## config.mk

```make
export PLATFORM = sky130hd
export DESIGN_NAME = cell_overcharge_protect_fsm
export DESIGN_NICKNAME = d
export VERILOG_FILES = /design/src/ovc_pkg.sv /design/src/ovc_sig_if.sv /design/src/cell_overcharge_protect_fsm.sv /design/src/ovc_front.sv /design/src/ovc_sync.sv
export SDC_FILE = /design/constraint.sdc
export NUM_CORES = 1
export LEC_CHECK = 0
export ABC_CLOCK_PERIOD_IN_PS = 6300
export BUFFER_PORTS_ARGS = -buffer_cell sky130_fd_sc_hd__buf_2
export CORE_UTILIZATION = 62
export DETAILED_ROUTE_END_ITERATION = 8
export PLACE_DENSITY = 0.79
export SLEW_MARGIN = 0
export SYNTH_ARGS = -nofsm -noshare
export SYNTH_HDL_FRONTEND = slang
export SYNTH_SLANG_ARGS = --single-unit
```

## constraint.sdc

```tcl
create_clock -name core_clk -period 6.3 [get_ports core_clk]
set_input_delay 0.945 -clock core_clk [delete_from_list [all_inputs] [get_ports core_clk]]
set_output_delay 0.945 -clock core_clk [all_outputs]
set_load 0.03 [all_outputs]
```

## src/ovc_pkg.sv

```systemverilog
// Constants and types for the overcharge protection block
// Assumes a 20 MHz core clock and asynchronous digital inputs, synchronised in the front end
package ovc_pkg;
   // ----------------------------------------
   // Clock and time base
   // ----------------------------------------
   localparam int unsigned CLK_HZ          = 20000000;
   localparam int unsigned TICK_US         = 1000;
   localparam int unsigned TICK_CYC        = (CLK_HZ / 1000000) * TICK_US;
   localparam int          TICK_W          = 15;
   localparam int          CELLS           = 4;
   localparam int          CNT_W           = 14;
   // ----------------------------------------
   // Delays in time-base ticks of 1 ms
   // ----------------------------------------
   localparam int unsigned DETECT_DELAY_MS      = 1000;
   localparam int unsigned DETECT_DELAY_TEST_MS = 10;
   localparam int unsigned RELEASE_DELAY_MS     = 64;
   localparam int unsigned TIMER_RESET_DELAY_MS = 16;
   localparam int unsigned TEST_ENTRY_MS        = 10;
   localparam logic [CNT_W-1:0] CNT_ZERO        = 14'h0000;
   localparam logic [CNT_W-1:0] CNT_ONE         = 14'h0001;
   localparam logic [TICK_W-1:0] TICK_ZERO      = 15'h0000;
   localparam logic [TICK_W-1:0] TICK_ONE       = 15'h0001;

   typedef enum logic [2:0] {
      ST_NORMAL  = 3'b001,
      ST_COUNT   = 3'b010,
      ST_CHARGED = 3'b100
   } ovc_state_t;
endpackage

```

## src/ovc_sig_if.sv

```systemverilog
// Bundle of synchronised inputs and the time-base tick passed between internal modules
// Assumes one clock domain
`timescale 1ns/1ps
interface ovc_sig_if;
   logic [ovc_pkg::CELLS-1:0] above_thr;
   logic [ovc_pkg::CELLS-1:0] above_rel;
   logic                      override_hi;
   logic                      test_req;
   logic                      tick;
   modport src (output above_thr, above_rel, override_hi, test_req, tick);
   modport dst (input above_thr, above_rel, override_hi, test_req, tick);
endinterface // ovc_sig_if

```

## src/cell_overcharge_protect_fsm.sv

```systemverilog
// Overcharge protection state logic for a 2- to 4-cell pack
// Assumes comparator outputs and override pin arrive as digital levels
`timescale 1ns/1ps
// Operation
// - Below threshold plus hysteresis on all cells, output sits inactive.
// - Cell above threshold for full detection delay inverts output.
// - Release only after all cells below release level for release delay.
// - Dip shorter than timer-reset delay keeps detection count running.
// - Dip of timer-reset delay or longer clears count; restart on next rise.
// - Override input takes priority over detection result.
// - Override high lets machine drive; low or open forces detection.
// - Supply held high for test-entry time enables shortened detection delay.
// - Test mode is latched and survives supply return.
// - Detection after delay clears the test latch.
// - Timer-reset delay keeps normal length in test mode.
module cell_overcharge_protect_fsm
   import ovc_pkg::*;
#(
   parameter bit ACTIVE_HIGH = 1'b1,
   parameter bit TIMER_RESET_EN = 1'b1,
   parameter int unsigned DETECT_TICKS = DETECT_DELAY_MS,
   parameter int unsigned DETECT_TEST_TICKS = DETECT_DELAY_TEST_MS,
   parameter int unsigned RELEASE_TICKS = RELEASE_DELAY_MS,
   parameter int unsigned TRESET_TICKS = TIMER_RESET_DELAY_MS,
   parameter int unsigned TEST_TICKS = TEST_ENTRY_MS
) (
   input  wire logic                      core_clk,
   input  wire logic                      rst_b,
   input  wire logic [ovc_pkg::CELLS-1:0] cell_over_thr,
   input  wire logic [ovc_pkg::CELLS-1:0] cell_over_rel,
   input  wire logic                      output_override_in,
   input  wire logic                      test_entry_level,
   output logic                           charge_ctrl_out,
   output logic                           overcharge_status,
   output logic                           test_mode
);
   import ovc_pkg::*;

   typedef struct packed {
      ovc_state_t       state;
      logic [CNT_W-1:0] det_cnt;
      logic [CNT_W-1:0] dip_cnt;
      logic [CNT_W-1:0] rel_cnt;
      logic [CNT_W-1:0] tst_cnt;
      logic             test_latch;
      logic             out_pin;
   } core_t;

   core_t st_reg;
   core_t st_next;
   ovc_sig_if sig ();

   logic any_over;
   logic any_rel;
   logic [CNT_W-1:0] det_limit;
   logic detect_now;

   // ----------------------------------------
   // Front end
   // ----------------------------------------
   ovc_front u_front (
      .core_clk           (core_clk),
      .rst_b              (rst_b),
      .cell_over_thr      (cell_over_thr),
      .cell_over_rel      (cell_over_rel),
      .output_override_in (output_override_in),
      .test_entry_level   (test_entry_level),
      .sig                (sig.src)
   );

   assign any_over  = |sig.above_thr;
   assign any_rel   = |sig.above_rel;
   assign det_limit = st_reg.test_latch ? CNT_W'(DETECT_TEST_TICKS)
                                        : CNT_W'(DETECT_TICKS);

   // ----------------------------------------
   // Next state
   // ----------------------------------------
   always_comb begin
      st_next    = st_reg;
      detect_now = 1'b0;
      // Test entry filter
      if (!sig.test_req) begin
         st_next.tst_cnt = CNT_ZERO;
      end else if (sig.tick && st_reg.tst_cnt != CNT_W'(TEST_TICKS)) begin
         st_next.tst_cnt = st_reg.tst_cnt + CNT_ONE;
      end
      if (sig.test_req && st_reg.tst_cnt == CNT_W'(TEST_TICKS)) begin
         st_next.test_latch = 1'b1;
      end
      case (st_reg.state)
         ST_NORMAL: begin
            st_next.det_cnt = CNT_ZERO;
            st_next.dip_cnt = CNT_ZERO;
            if (any_over) begin
               st_next.state = ST_COUNT;
            end
         end
         ST_COUNT: begin
            if (any_over) begin
               st_next.dip_cnt = CNT_ZERO;
               if (sig.tick) begin
                  st_next.det_cnt = st_reg.det_cnt + CNT_ONE;
               end
               if (sig.tick && st_reg.det_cnt + CNT_ONE >= det_limit) begin
                  detect_now    = 1'b1;
                  st_next.state = ST_CHARGED;
               end
            end else begin
               if (sig.tick) begin
                  st_next.dip_cnt = st_reg.dip_cnt + CNT_ONE;
                  st_next.det_cnt = st_reg.det_cnt + CNT_ONE;
               end
               if (!TIMER_RESET_EN || (sig.tick &&
                   st_reg.dip_cnt + CNT_ONE >= CNT_W'(TRESET_TICKS))) begin
                  st_next.det_cnt = CNT_ZERO;
                  st_next.state   = ST_NORMAL;
               end
            end
         end
         ST_CHARGED: begin
            if (any_rel) begin
               st_next.rel_cnt = CNT_ZERO;
            end else if (sig.tick) begin
               st_next.rel_cnt = st_reg.rel_cnt + CNT_ONE;
               if (st_reg.rel_cnt + CNT_ONE >= CNT_W'(RELEASE_TICKS)) begin
                  st_next.rel_cnt = CNT_ZERO;
                  st_next.state   = ST_NORMAL;
               end
            end
         end
         default: begin
            st_next.state = ST_NORMAL;
         end
      endcase
      if (detect_now) begin
         st_next.test_latch = 1'b0;
         st_next.tst_cnt    = CNT_ZERO;
      end
      if (st_next.state != ST_CHARGED) begin
         st_next.rel_cnt = CNT_ZERO;
      end
      // Override first, then detection result
      if (sig.override_hi && st_next.state != ST_CHARGED) begin
         st_next.out_pin = ACTIVE_HIGH ? 1'b0 : 1'b1;
      end else begin
         st_next.out_pin = ACTIVE_HIGH ? 1'b1 : 1'b0;
      end
   end

   // ----------------------------------------
   // State register
   // ----------------------------------------
   always_ff @(posedge core_clk or negedge rst_b) begin
      if (!rst_b) begin
         st_reg         <= '0;
         st_reg.state   <= ST_NORMAL;
         st_reg.out_pin <= !ACTIVE_HIGH;
      end else begin
         st_reg <= st_next;
      end
   end

   assign charge_ctrl_out   = st_reg.out_pin;
   assign overcharge_status = (st_reg.state == ST_CHARGED);
   assign test_mode         = st_reg.test_latch;
endmodule // cell_overcharge_protect_fsm

```

## src/ovc_front.sv

```systemverilog
// Input front end: synchronisers and 1 ms time base
// Assumes raw comparator levels and override pin on inputs
`timescale 1ns/1ps
module ovc_front
   import ovc_pkg::*;
(
   input  wire logic             core_clk,
   input  wire logic             rst_b,
   input  wire logic [CELLS-1:0] cell_over_thr,
   input  wire logic [CELLS-1:0] cell_over_rel,
   input  wire logic             output_override_in,
   input  wire logic             test_entry_level,
   ovc_sig_if.src                sig
);
   typedef struct packed {
      logic [TICK_W-1:0] div;
      logic              tick;
   } front_t;
   front_t st_reg;
   front_t st_next;
   logic [2*CELLS+1:0] synced;

   // ----------------------------------------
   // Synchronisers
   // ----------------------------------------
   ovc_sync #(.W(2*CELLS+2)) u_sync (
      .core_clk (core_clk),
      .rst_b    (rst_b),
      .d        ({test_entry_level, ~output_override_in, cell_over_rel, cell_over_thr}),
      .q        (synced)
   );

   // ----------------------------------------
   // Time base
   // ----------------------------------------
   always_comb begin
      st_next      = st_reg;
      st_next.tick = 1'b0;
      if (st_reg.div == TICK_W'(TICK_CYC - 1)) begin
         st_next.div  = TICK_ZERO;
         st_next.tick = 1'b1;
      end else begin
         st_next.div = st_reg.div + TICK_ONE;
      end
   end

   always_ff @(posedge core_clk or negedge rst_b) begin
      if (!rst_b) begin
         st_reg <= '0;
      end else begin
         st_reg <= st_next;
      end
   end

   assign sig.above_thr   = synced[CELLS-1:0];
   assign sig.above_rel   = synced[2*CELLS-1:CELLS];
   // Inverted through the flops so a reset synchroniser reads as override high
   assign sig.override_hi = ~synced[2*CELLS];
   assign sig.test_req    = synced[2*CELLS+1];
   assign sig.tick        = st_reg.tick;
endmodule // ovc_front

```

## src/ovc_sync.sv

```systemverilog
// Two-flop synchroniser, one bit per lane
// Assumes asynchronous active-low reset
`timescale 1ns/1ps
module ovc_sync #(
   parameter int W = 1
) (
   input  wire logic         core_clk,
   input  wire logic         rst_b,
   input  wire logic [W-1:0] d,
   output logic      [W-1:0] q
);
   typedef struct packed {
      logic [W-1:0] s1;
      logic [W-1:0] s2;
   } sync_t;
   sync_t st_reg;
   sync_t st_next;

   always_comb begin
      st_next    = st_reg;
      st_next.s1 = d;
      st_next.s2 = st_reg.s1;
   end

   always_ff @(posedge core_clk or negedge rst_b) begin
      if (!rst_b) begin
         st_reg <= '0;
      end else begin
         st_reg <= st_next;
      end
   end

   assign q = st_reg.s2;
endmodule // ovc_sync
```

==> run metrics, run 1 <==
via/cell ratio about 6.0; Mapped Avg Cell Area 9.88 um^2; clk_lat worst skew 0.35 ns; layout cell share with drive strength beyond 1 8.67%; worst hold endpoint u_front.u_sync.q[9]; synthesis-stage register bit count 97; Die Height ~92 um; RSZ-0062 raised after global routing no; H-tree levels 3; CTS root buffer clkbuf_8; Slowest Stage Delay on Critical Path 0.54 ns; clk slew on worst S/H paths around 0.10 ns; YS warnings 0; r2r startpoint st_reg[46]; DRC viols 0; Setup Fix Bufs, Post-CTS 0; min-delay src u_front.u_sync.st_next[9]; actual slew at the worst max-slew pin between 1 and 1.5 ns; vias in the first global route ~3700; CP cell instances and3_1 -> nand2_1 -> xnor2_1 -> ha_1 -> a211oi_1 -> nor2_1 -> a2111oi_4 -> o211ai_2 -> a211oi_1; clk_skew 0.0187 ns; sequential-to-total area share from yosys stat 48.3%; final WL 9330 um; critical path required time around 6.6 ns; reg2reg end st_reg[3]; Layout area overhead 5.97%; Max IR drop VDD approximately 0.00021 V; CP Class register to register; Worst R2R Path Depth 9; Largest register FFs 59; mapped cell area 5030 um^2; fin. max-slew vios 0; cts hold-fix bufs 0; input/output buffers 14; row count 32; Static Leak 2.35 nW; CTS Sinks 97; Mapped Nets 534; cts bufs inserted 9; Worst Hold Path Cells 0; PnR worst setup slack 3.41 ns; final hold vios 0; GR Util All Layers between 20% and 30%; Post-synth EDFFs 0; Worst setup EP type register; PwrDens around 220 nW/um^2; Final TNS setup 0 ns; Pre-antenna DRT Iters 5; Max Cap Viol 0; hold slack 0.354 ns; worst path buffer plus inverter count 0; gpl congestion 0.821; core area 7770 um^2; Top Family by Delay on Critical Path compound AO/OA/AOI/OAI gates; r2r setup slk 3.41 ns; Util after Layout 68.6%; final cycle utilization of the critical path 45.9%; die area 8470 um^2; Wirelength per Cell between 15 and 20 um; Slew headroom 19.9%; post-synthesis cell count slightly above 500; Nets 539; Max clock buf depth 2; most used cell, CP a211oi_1; Final Power 1.16 mW; # diodes 0; dominant synthesized flop cell dfrtp_1; Slowest-stage cell, CP dfrtp_1; Iter 0 DRT Violations roughly 240; first-pass GRT wire length 16400 um; crit path max fanout 14; critical path launch point type register; pin count of the biggest net entering global routing 69; Final Critical Period just under 3 ns; Die Wd just over 90 um; Setup Viol. Count Final 0; status complete, no violations; Post-Place Setup Slack 3.46 ns; HPWL after detailed placement 6300 um; GRT overflow 0; fmax approximately 350 MHz; HP Class register to register; Netlist cell types 58; Ports 15; Synth async-reset ratio 100%; DR vias 3739; Post-DRT Antenna Nets 0; post-cts resize count 0; CTS tree done; initial antenna violation count 0; starting density of the core 64.7%; Arrival @ worst endpoint 3.15 ns
Yosys cell counts, types with 4 or more instances:
library cell	number	area, um^2
xnor2_1	16	140
a311oi_1	4	35.0
o221ai_1	8	70.1
a21boi_0	7	52.6
nor4_1	11	68.8
o21a_1	4	30.0
o21ai_0	20	100
nand3_1	26	130
xor2_1	26	228
ha_1	13	163
buf_2	8	40.0
a211oi_1	10	75.1
and3_1	12	75.1
nand4_1	17	106
and4_1	6	52.6
inv_1	9	33.8
a21oi_1	9	45.0
mux2i_1	5	50.1
clkbuf_1	8	30.0
nor2_1	52	195
nor3_1	6	30.0
nor2b_1	4	25.0
and2_1	6	37.5
nand2_1	58	218
dfrtp_1	96	2400
o31ai_1	4	30.0
o211ai_1	8	60.1
a31oi_1	5	31.3
nand2b_1	7	43.8
cell type report:
class / count / area, um^2
Clock buffer: 10 / 138
Clock inverter: 6 / 62.6
Fill cell: 612 / 2440
Inverter: 9 / 33.8
Multi-Input combinational cell: 380 / 2440
Sequential cell: 97 / 2430
Tap cell: 102 / 128
Timing Repair Buffer: 17 / 95.1
power by group:
group | internal [mW] | total (mW) | switching (mW)
clock | 0.195 | 0.408 | 0.212
combinational | 0.0268 | 0.0997 | 0.0730
sequential | 0.638 | 0.648 | 0.00965
layer usage:
metal	track usage, %	part of all wire, %	up-vias
met5	0	0	-
met4	9.51	1.3	0
met3	3.23	2.5	10
met2	39.4	48	56
met1	32.4	48	1831
li1	-	-	1842
logic make-up after synthesis:
group                      count (synthesis)  synth area share, %
and+or+nand+nor                          226                 23.3
DFF                                       97                 48.3
AOI/OAI and AO/OA                         94                 13.7
xor gates and xnor gates                  42                 7.32
buffers and inverters                     32                 3.11
adders and majority gates                 13                 3.24
muxes                                      5                0.996
how the worst max path moves through the flow:
stage / cells past startpoint / start / slack [ns] / endpoint
3_5_place_dp: 9 / st_reg[46] / 3.46 / st_reg[3]
3_3_place_gp: 9 / st_reg[46] / 3.54 / st_reg[3]
2_1_floorplan: 12 / st_reg[46] / 3.82 / charge_ctrl_out
4_1_cts: 9 / st_reg[46] / 3.42 / st_reg[3]
6_report: 9 / st_reg[46] / 3.41 / st_reg[3]
5_1_grt: 9 / st_reg[46] / 3.17 / st_reg[3]
metrics by stage:
stage | std cells | instance area, um^2
5_1_grt | 621 | 5330
4_1_cts | 621 | 5330
3_3_place_gp | 605 | 5130
3_5_place_dp | 605 | 5130
2_1_floorplan | 509 | 5030
6_report | 621 | 5330
cells in the final DEF (no fill, tap or decap), types with 4 or more instances in the layout:
master    synthesis  final
dfrtp_1          96     96
nand2_1          58     58
nor2_1           52     52
xor2_1           26     26
nand3_1          26     26
o21ai_0          20     20
nand4_1          17     17
xnor2_1          16     16
ha_1             13     13
buf_2             8     13
and3_1           12     12
nor4_1           11     11
a211oi_1         10     10
clkbuf_8          0     10
a21oi_1           9      9
inv_1             9      9
o221ai_1          8      8
o211ai_1          8      8
a21boi_0          7      7
nand2b_1          7      7
nor3_1            6      6
and4_1            6      6
and2_1            6      6
mux2i_1           5      5
a31oi_1           5      5
o31ai_1           4      4
o21a_1            4      4
a311oi_1          4      4
nor2b_1           4      4
buf_4             2      4
Note: power is estimated with default switching activity, not from simulation.
==> run 2: changes to the inputs <==
Settings changed: ABC_CLOCK_PERIOD_IN_PS 6300 to 2950.
Clock period 6.3 ns to 2.95 ns, I/O delays scaled along.
==> run 2 against run 1 <==
Combinational power rose by 110%. First-iteration DRC count rose by 34%. Worst hold slack got worse by 0.32 ns. Sequential power grew 110%. Cell count is 0.64% higher. Global-route usage up 0.16 points. Die area unchanged. Clock skew is 0.0061 ns lower.
==> run metrics, run 2 (synthesis gave the netlist of run 1 again) <==
Die Wd 92.0 um (unchanged); clk slew on worst S/H paths 0.10 ns (about the same); Slew headroom 51.7% (was 19.9%); Util after Layout 69.2% (was 68.6%); Setup Viol. Count Final 0 (unchanged); GRT overflow 0 (unchanged); Post-DRT Antenna Nets 0 (unchanged); vias in the first global route 3587 (was 3672); Max IR drop VDD 0.000341 V (was 0.000211 V); DR vias 3777 (was 3739); Int Power 1.75 mW (was 860 uW); Wirelength per Cell 15.1 um (was 15.0 um); crit path max fanout 17 (was 14); critical path startpoint st_reg[48] (was st_reg[46]); final WL 9440 um (was 9330 um); Die Height 92.0 um (unchanged); Slowest Stage Delay on Critical Path 0.45 ns (was 0.54 ns); CTS Sinks 97 (unchanged); initial antenna violation count 0 (unchanged); Final Critical Period 2.73 ns (was 2.89 ns); Logic pwr share 8.9% (was 8.6%); P_sw 660 uW (was 295 uW); PwrDens 448 nW/um^2 (was 217 nW/um^2); Layout area overhead 6.89% (was 5.97%); Worst R2R Path Depth 10 (was 9); clk_skew 0.0126 ns (was 0.0187 ns); H-tree levels 3 (unchanged); Iter 0 DRT Violations 317 (was 237); Largest register FFs 59 (unchanged); first-pass GRT wire length 16400 um (about the same); fmax 366 MHz (was 346 MHz); switching power share of the total 27.4% (was 25.5%); CTS tree done (unchanged); Reg power frac 57.3% (was 56.1%); Pre-antenna DRT Iters 4 (was 5); Ports 15 (unchanged); die area 8470 um^2 (unchanged); Clk pwr share 33.8% (was 35.3%); Final TNS setup 0 ns (unchanged); pin count of the biggest net entering global routing 63 (was 69); actual slew at the worst max-slew pin 0.721 ns (was 1.20 ns); HP Class input pin to asynchronous set/reset pin (was register to register); critical path launch point type register (unchanged); Worst setup EP type register (unchanged); critical path required time 3.15 ns (was 6.56 ns); HPWL after detailed placement 6440 um (was 6300 um); via/cell ratio 6.04 (was 6.02); CTS root buffer clkbuf_8 (unchanged); PnR worst setup slack 0.215 ns (was 3.41 ns); # diodes 0 (unchanged); Post-Place Setup Slack 0.165 ns (was 3.46 ns); commonest non-fill, non-tap cell in the layout dfrtp_1 (unchanged); Cell Area, Placed 5160 um^2 (was 5130 um^2); status complete, no violations (unchanged); commonest non-fill, non-tap cells in the layout dfrtp_1 (95), nand2_1 (58), nor2_1 (52), xor2_1 (26), nand3_1 (26) (was dfrtp_1 (96), nand2_1 (58), nor2_1 (52), xor2_1 (26), nand3_1 (26)); Slowest-stage cell, CP dfrtp_2 (was dfrtp_1); Arrival @ worst endpoint 2.93 ns (was 3.15 ns); CP Class register to register (unchanged); final hold vios 0 (unchanged); Nets 543 (was 539); starting density of the core 64.7% (unchanged); fin. max-slew vios 0 (unchanged); CP cell instances and4_1 -> nand4_1 -> xnor2_1 -> ha_1 -> o21ai_0 -> nor2_1 -> a2111oi_4 -> buf_4 -> o21a_4 -> a22oi_1 (was and3_1 -> nand2_1 -> xnor2_1 -> ha_1 -> a211oi_1 -> nor2_1 -> a2111oi_4 -> o211ai_2 -> a211oi_1); layout cell share with drive strength beyond 1 9.75% (was 8.67%); row count 32 (unchanged); final cycle utilization of the critical path 92.7% (was 45.9%); Static Leak 2.36 nW (was 2.35 nW); r2r startpoint st_reg[48] (was st_reg[46]); final instance area 5370 um^2 (was 5330 um^2); input/output buffers 14 (unchanged); gpl congestion 0.849 (was 0.821); DRC viols 0 (unchanged); Max Cap Viol 0 (unchanged); GR Util All Layers 24.2% (was 24.0%); cts bufs inserted 9 (unchanged); clk_lat worst skew 0.36 ns (was 0.35 ns); Max clock buf depth 2 (unchanged); core area 7770 um^2 (unchanged); RSZ-0062 raised after global routing no (unchanged)
-- run 2: metal layers --
metal	track usage [%]	routed length, um	up-vias
met5	0	0	-
met4	9.38	124	0
met3	3.57	316	11
met2	39.0	4590	74
met1	33.1	4410	1841
li1	-	-	1851
-- run 2: worst max-delay path, delay by kind of cell (launching register included) --
| family | cells | cell delay [ns] |
|---|---|---|
| adder cells (fa/ha/maj) | 1 | 0.30 |
| flip-flops | 1 | 0.45 |
| AND/OR/NAND/NOR | 3 | 0.58 |
| buffers and inverters | 1 | 0.19 |
| XOR/XNOR | 1 | 0.18 |
| AO/OA/AOI/OAI | 4 | 0.87 |
-- run 2: path summary, 6_finish.rpt --
check / slack (ns) / end
setup / recovery: 0.22 / st_reg[17]
hold / removal: 0.03 / st_reg[54]
setup reg to reg: 0.22 / st_reg[17]
hold reg to reg: 0.35 / u_front.u_sync.q[5]
max in group asynchronous: 2.21 / st_reg[58]
min in group core_clk: 0.18 / u_front.u_sync.st_next[6]
-- run 2: timing repair --
item,4_1_cts,5_1_grt
hold buffers,0,0
resized for setup,0,4
endpoints found under the setup margin,0,27
setup buffers,0,1
endpoints found under the hold margin,0,0
-- run 2: through the flow --
step	instances	power (mW)	hold WS [ns]
after floorplan	509	1.54	0.147
after global placement	608	1.62	0.333
after detailed placement	608	1.62	0.335
after CTS	624	2.44	0.0392
after global routing	625	2.53	0.0540
final	625	2.41	0.0300
-- run 2: final cells by class --
class	instances	area, um^2
fillers	612	2390
repair buffers	21	138
flip-flops and latches	97	2430
inverters	9	33.8
multi-input cells	380	2460
clock inverters	6	57.6
clock buffers	10	128
well taps	102	128
-- run 2: power by group through the flow --
stage	clock [mW]	sequential (mW)	combinational, mW
final	0.815	1.38	0.213
after global routing	0.902	1.39	0.242
after floorplan	0	1.40	0.134
after detailed placement	0	1.41	0.217
after global placement	0	1.41	0.212
after CTS	0.840	1.38	0.216
==> run 3: changes to the inputs <==
Settings changed: HOLD_SLACK_MARGIN set to 0.06, REMOVE_ABC_BUFFERS set to 1.
==> run 3 against run 2 <==
Setup slack gained 0.028 ns. Non-clock buffer count grew 1. Sequential share of layout area is essentially flat. Sequential power is essentially flat. Cell count grew 0.16%. Final area is essentially flat.
==> run metrics, run 3 (synthesis gave the netlist of run 1 again) <==
status complete, no violations (unchanged); Pre-antenna DRT Iters 4 (unchanged); Worst setup EP type register (unchanged); via/cell ratio 6.09 (was 6.04); Final TNS setup 0 ns (unchanged); fin. max-slew vios 0 (unchanged); Final Critical Period 2.71 ns (was 2.73 ns); Wirelength per Cell 14.9 um (was 15.1 um); Die Wd 92.0 um (unchanged); commonest non-fill, non-tap cells in the layout dfrtp_1 (95), nand2_1 (58), nor2_1 (52), xor2_1 (26), nand3_1 (26) (unchanged); Max IR drop VDD 0.000362 V (was 0.000341 V); fmax 369 MHz (was 366 MHz); first-pass GRT wire length 16400 um (about the same); cts hold-fix bufs 0 (unchanged); PwrDens 453 nW/um^2 (was 448 nW/um^2); # diodes 0 (unchanged); Max clock buf depth 2 (unchanged); clk_skew 0.0118 ns (was 0.0126 ns); CTS root buffer clkbuf_8 (unchanged); PnR worst setup slack 0.243 ns (was 0.215 ns); Static Leak 2.37 nW (was 2.36 nW); r2r setup slk 0.24 ns (was 0.22 ns); Layout area overhead 6.92% (was 6.89%); critical path required time 3.26 ns (was 3.15 ns); initial antenna violation count 0 (unchanged); Slowest Stage Delay on Critical Path 0.44 ns (was 0.45 ns); row count 32 (unchanged); cts bufs inserted 9 (unchanged); GRT overflow 0 (unchanged); Ports 15 (unchanged); final cycle utilization of the critical path 91.8% (was 92.7%); final WL 9320 um (was 9440 um); worst path buffer plus inverter count 1 (unchanged); die area 8470 um^2 (unchanged); most used cell, CP nor2_1; DRC viols 0 (unchanged); hold slack 0.0968 ns (was 0.0300 ns); gpl congestion 0.816 (was 0.849); Fillers 604 (was 612); actual slew at the worst max-slew pin 0.741 ns (was 0.721 ns); commonest non-fill, non-tap cell in the layout dfrtp_1 (unchanged); input/output buffers 14 (unchanged); Slowest-stage cell, CP dfrtp_1 (was dfrtp_2); clk slew on worst S/H paths 0.10 ns (about the same); pin count of the biggest net entering global routing 55 (was 63); HP Class input pin to asynchronous set/reset pin (unchanged); Post-Place Setup Slack 0.206 ns (was 0.165 ns); H-tree levels 3 (unchanged); Largest register FFs 59 (unchanged); vias in the first global route 3638 (was 3587); CP Class register to register (unchanged); HPWL after detailed placement 6540 um (was 6440 um); Setup Viol. Count Final 0 (unchanged); Die Height 92.0 um (unchanged); GR Util All Layers 24.3% (was 24.2%); final hold vios 0 (unchanged); DR vias 3811 (was 3777); Slew headroom 50.5% (was 51.7%); Nets 544 (was 543); core area 7770 um^2 (unchanged); non-filler cells, final 626 (was 625); clk_lat worst skew 0.37 ns (was 0.36 ns); crit path max fanout 8 (was 17); CP cell instances ha_2 -> nand4_4 -> nor2_1 -> xor2_1 -> ha_1 -> a211oi_1 -> nor2_1 -> a2111oi_4 -> o211ai_2 -> buf_4 -> nor2_1 (was and4_1 -> nand4_1 -> xnor2_1 -> ha_1 -> o21ai_0 -> nor2_1 -> a2111oi_4 -> buf_4 -> o21a_4 -> a22oi_1); critical path launch point type register (unchanged); starting density of the core 64.7% (unchanged); CTS Sinks 97 (unchanged); Post-DRT Antenna Nets 0 (unchanged); Top Family by Delay on Critical Path compound AO/OA/AOI/OAI gates (unchanged); CTS tree done (unchanged); Final Power 2.44 mW (was 2.41 mW); Arrival @ worst endpoint 3.01 ns (was 2.93 ns); layout cell share with drive strength beyond 1 9.92% (was 9.75%); Max Cap Viol 0 (unchanged); Iter 0 DRT Violations 188 (was 317); placed cell count 610 (was 608); RSZ-0062 raised after global routing no (unchanged)
-- run 3: area by class of cell --
cell class,instances,area (um^2),share of cell area (%)
Tap cell,102,128,2.37
Sequential cell,97,2430,45.2
Timing Repair Buffer,22,145,2.70
Clock buffer,10,138,2.56
Inverter,9,33.8,0.628
Multi-Input combinational cell,380,2440,45.5
Clock inverter,6,56.3,1.05
-- run 3: what timing repair did --
action	CTS	global route
resized for setup	0	2
buffers inserted	0	0
endpoints found under the setup margin	0	15
-- run 3: per-layer routing --
layer  part of all wire (%)  wire length, um  up-vias  global-route usage [%]
met1                     47             4390     1884                    32.0
met4                   0.84               78        0                    5.99
li1                       -                -     1856                       -
met3                    3.5              323        8                    5.47
met5                      0                0        -                       0
met2                     49             4520       63                    41.0
-- run 3: metrics by stage --
step	utilization, %	cell area, um^2
finish	69.2	5380
global route	69.2	5380
CTS	69.2	5370
detailed placement	66.7	5180
global placement	66.7	5180
floorplan	-	4900
-- run 3: power breakdown --
| part | total, mW | switching, mW | leakage, nW | internal (mW) |
|---|---|---|---|---|
| registers | 1.38 | 0.0200 | 1.29 | 1.36 |
| clock network | 0.840 | 0.493 | 0.0969 | 0.347 |
| logic | 0.215 | 0.154 | 0.988 | 0.0605 |
-- run 3: final timing paths --
check	from	to	cells after the start
worst min-delay path	rst_b	st_reg[37]	1
min in group core_clk	cell_over_thr[2]	u_front.u_sync.st_next[2]	1
max in group asynchronous	rst_b	st_reg[28]	2
worst max register to register	st_reg[44]	st_reg[15]	11
worst min register to register	u_front.u_sync.st_next[1]	u_front.u_sync.q[1]	0
worst max-delay path	st_reg[44]	st_reg[15]	11
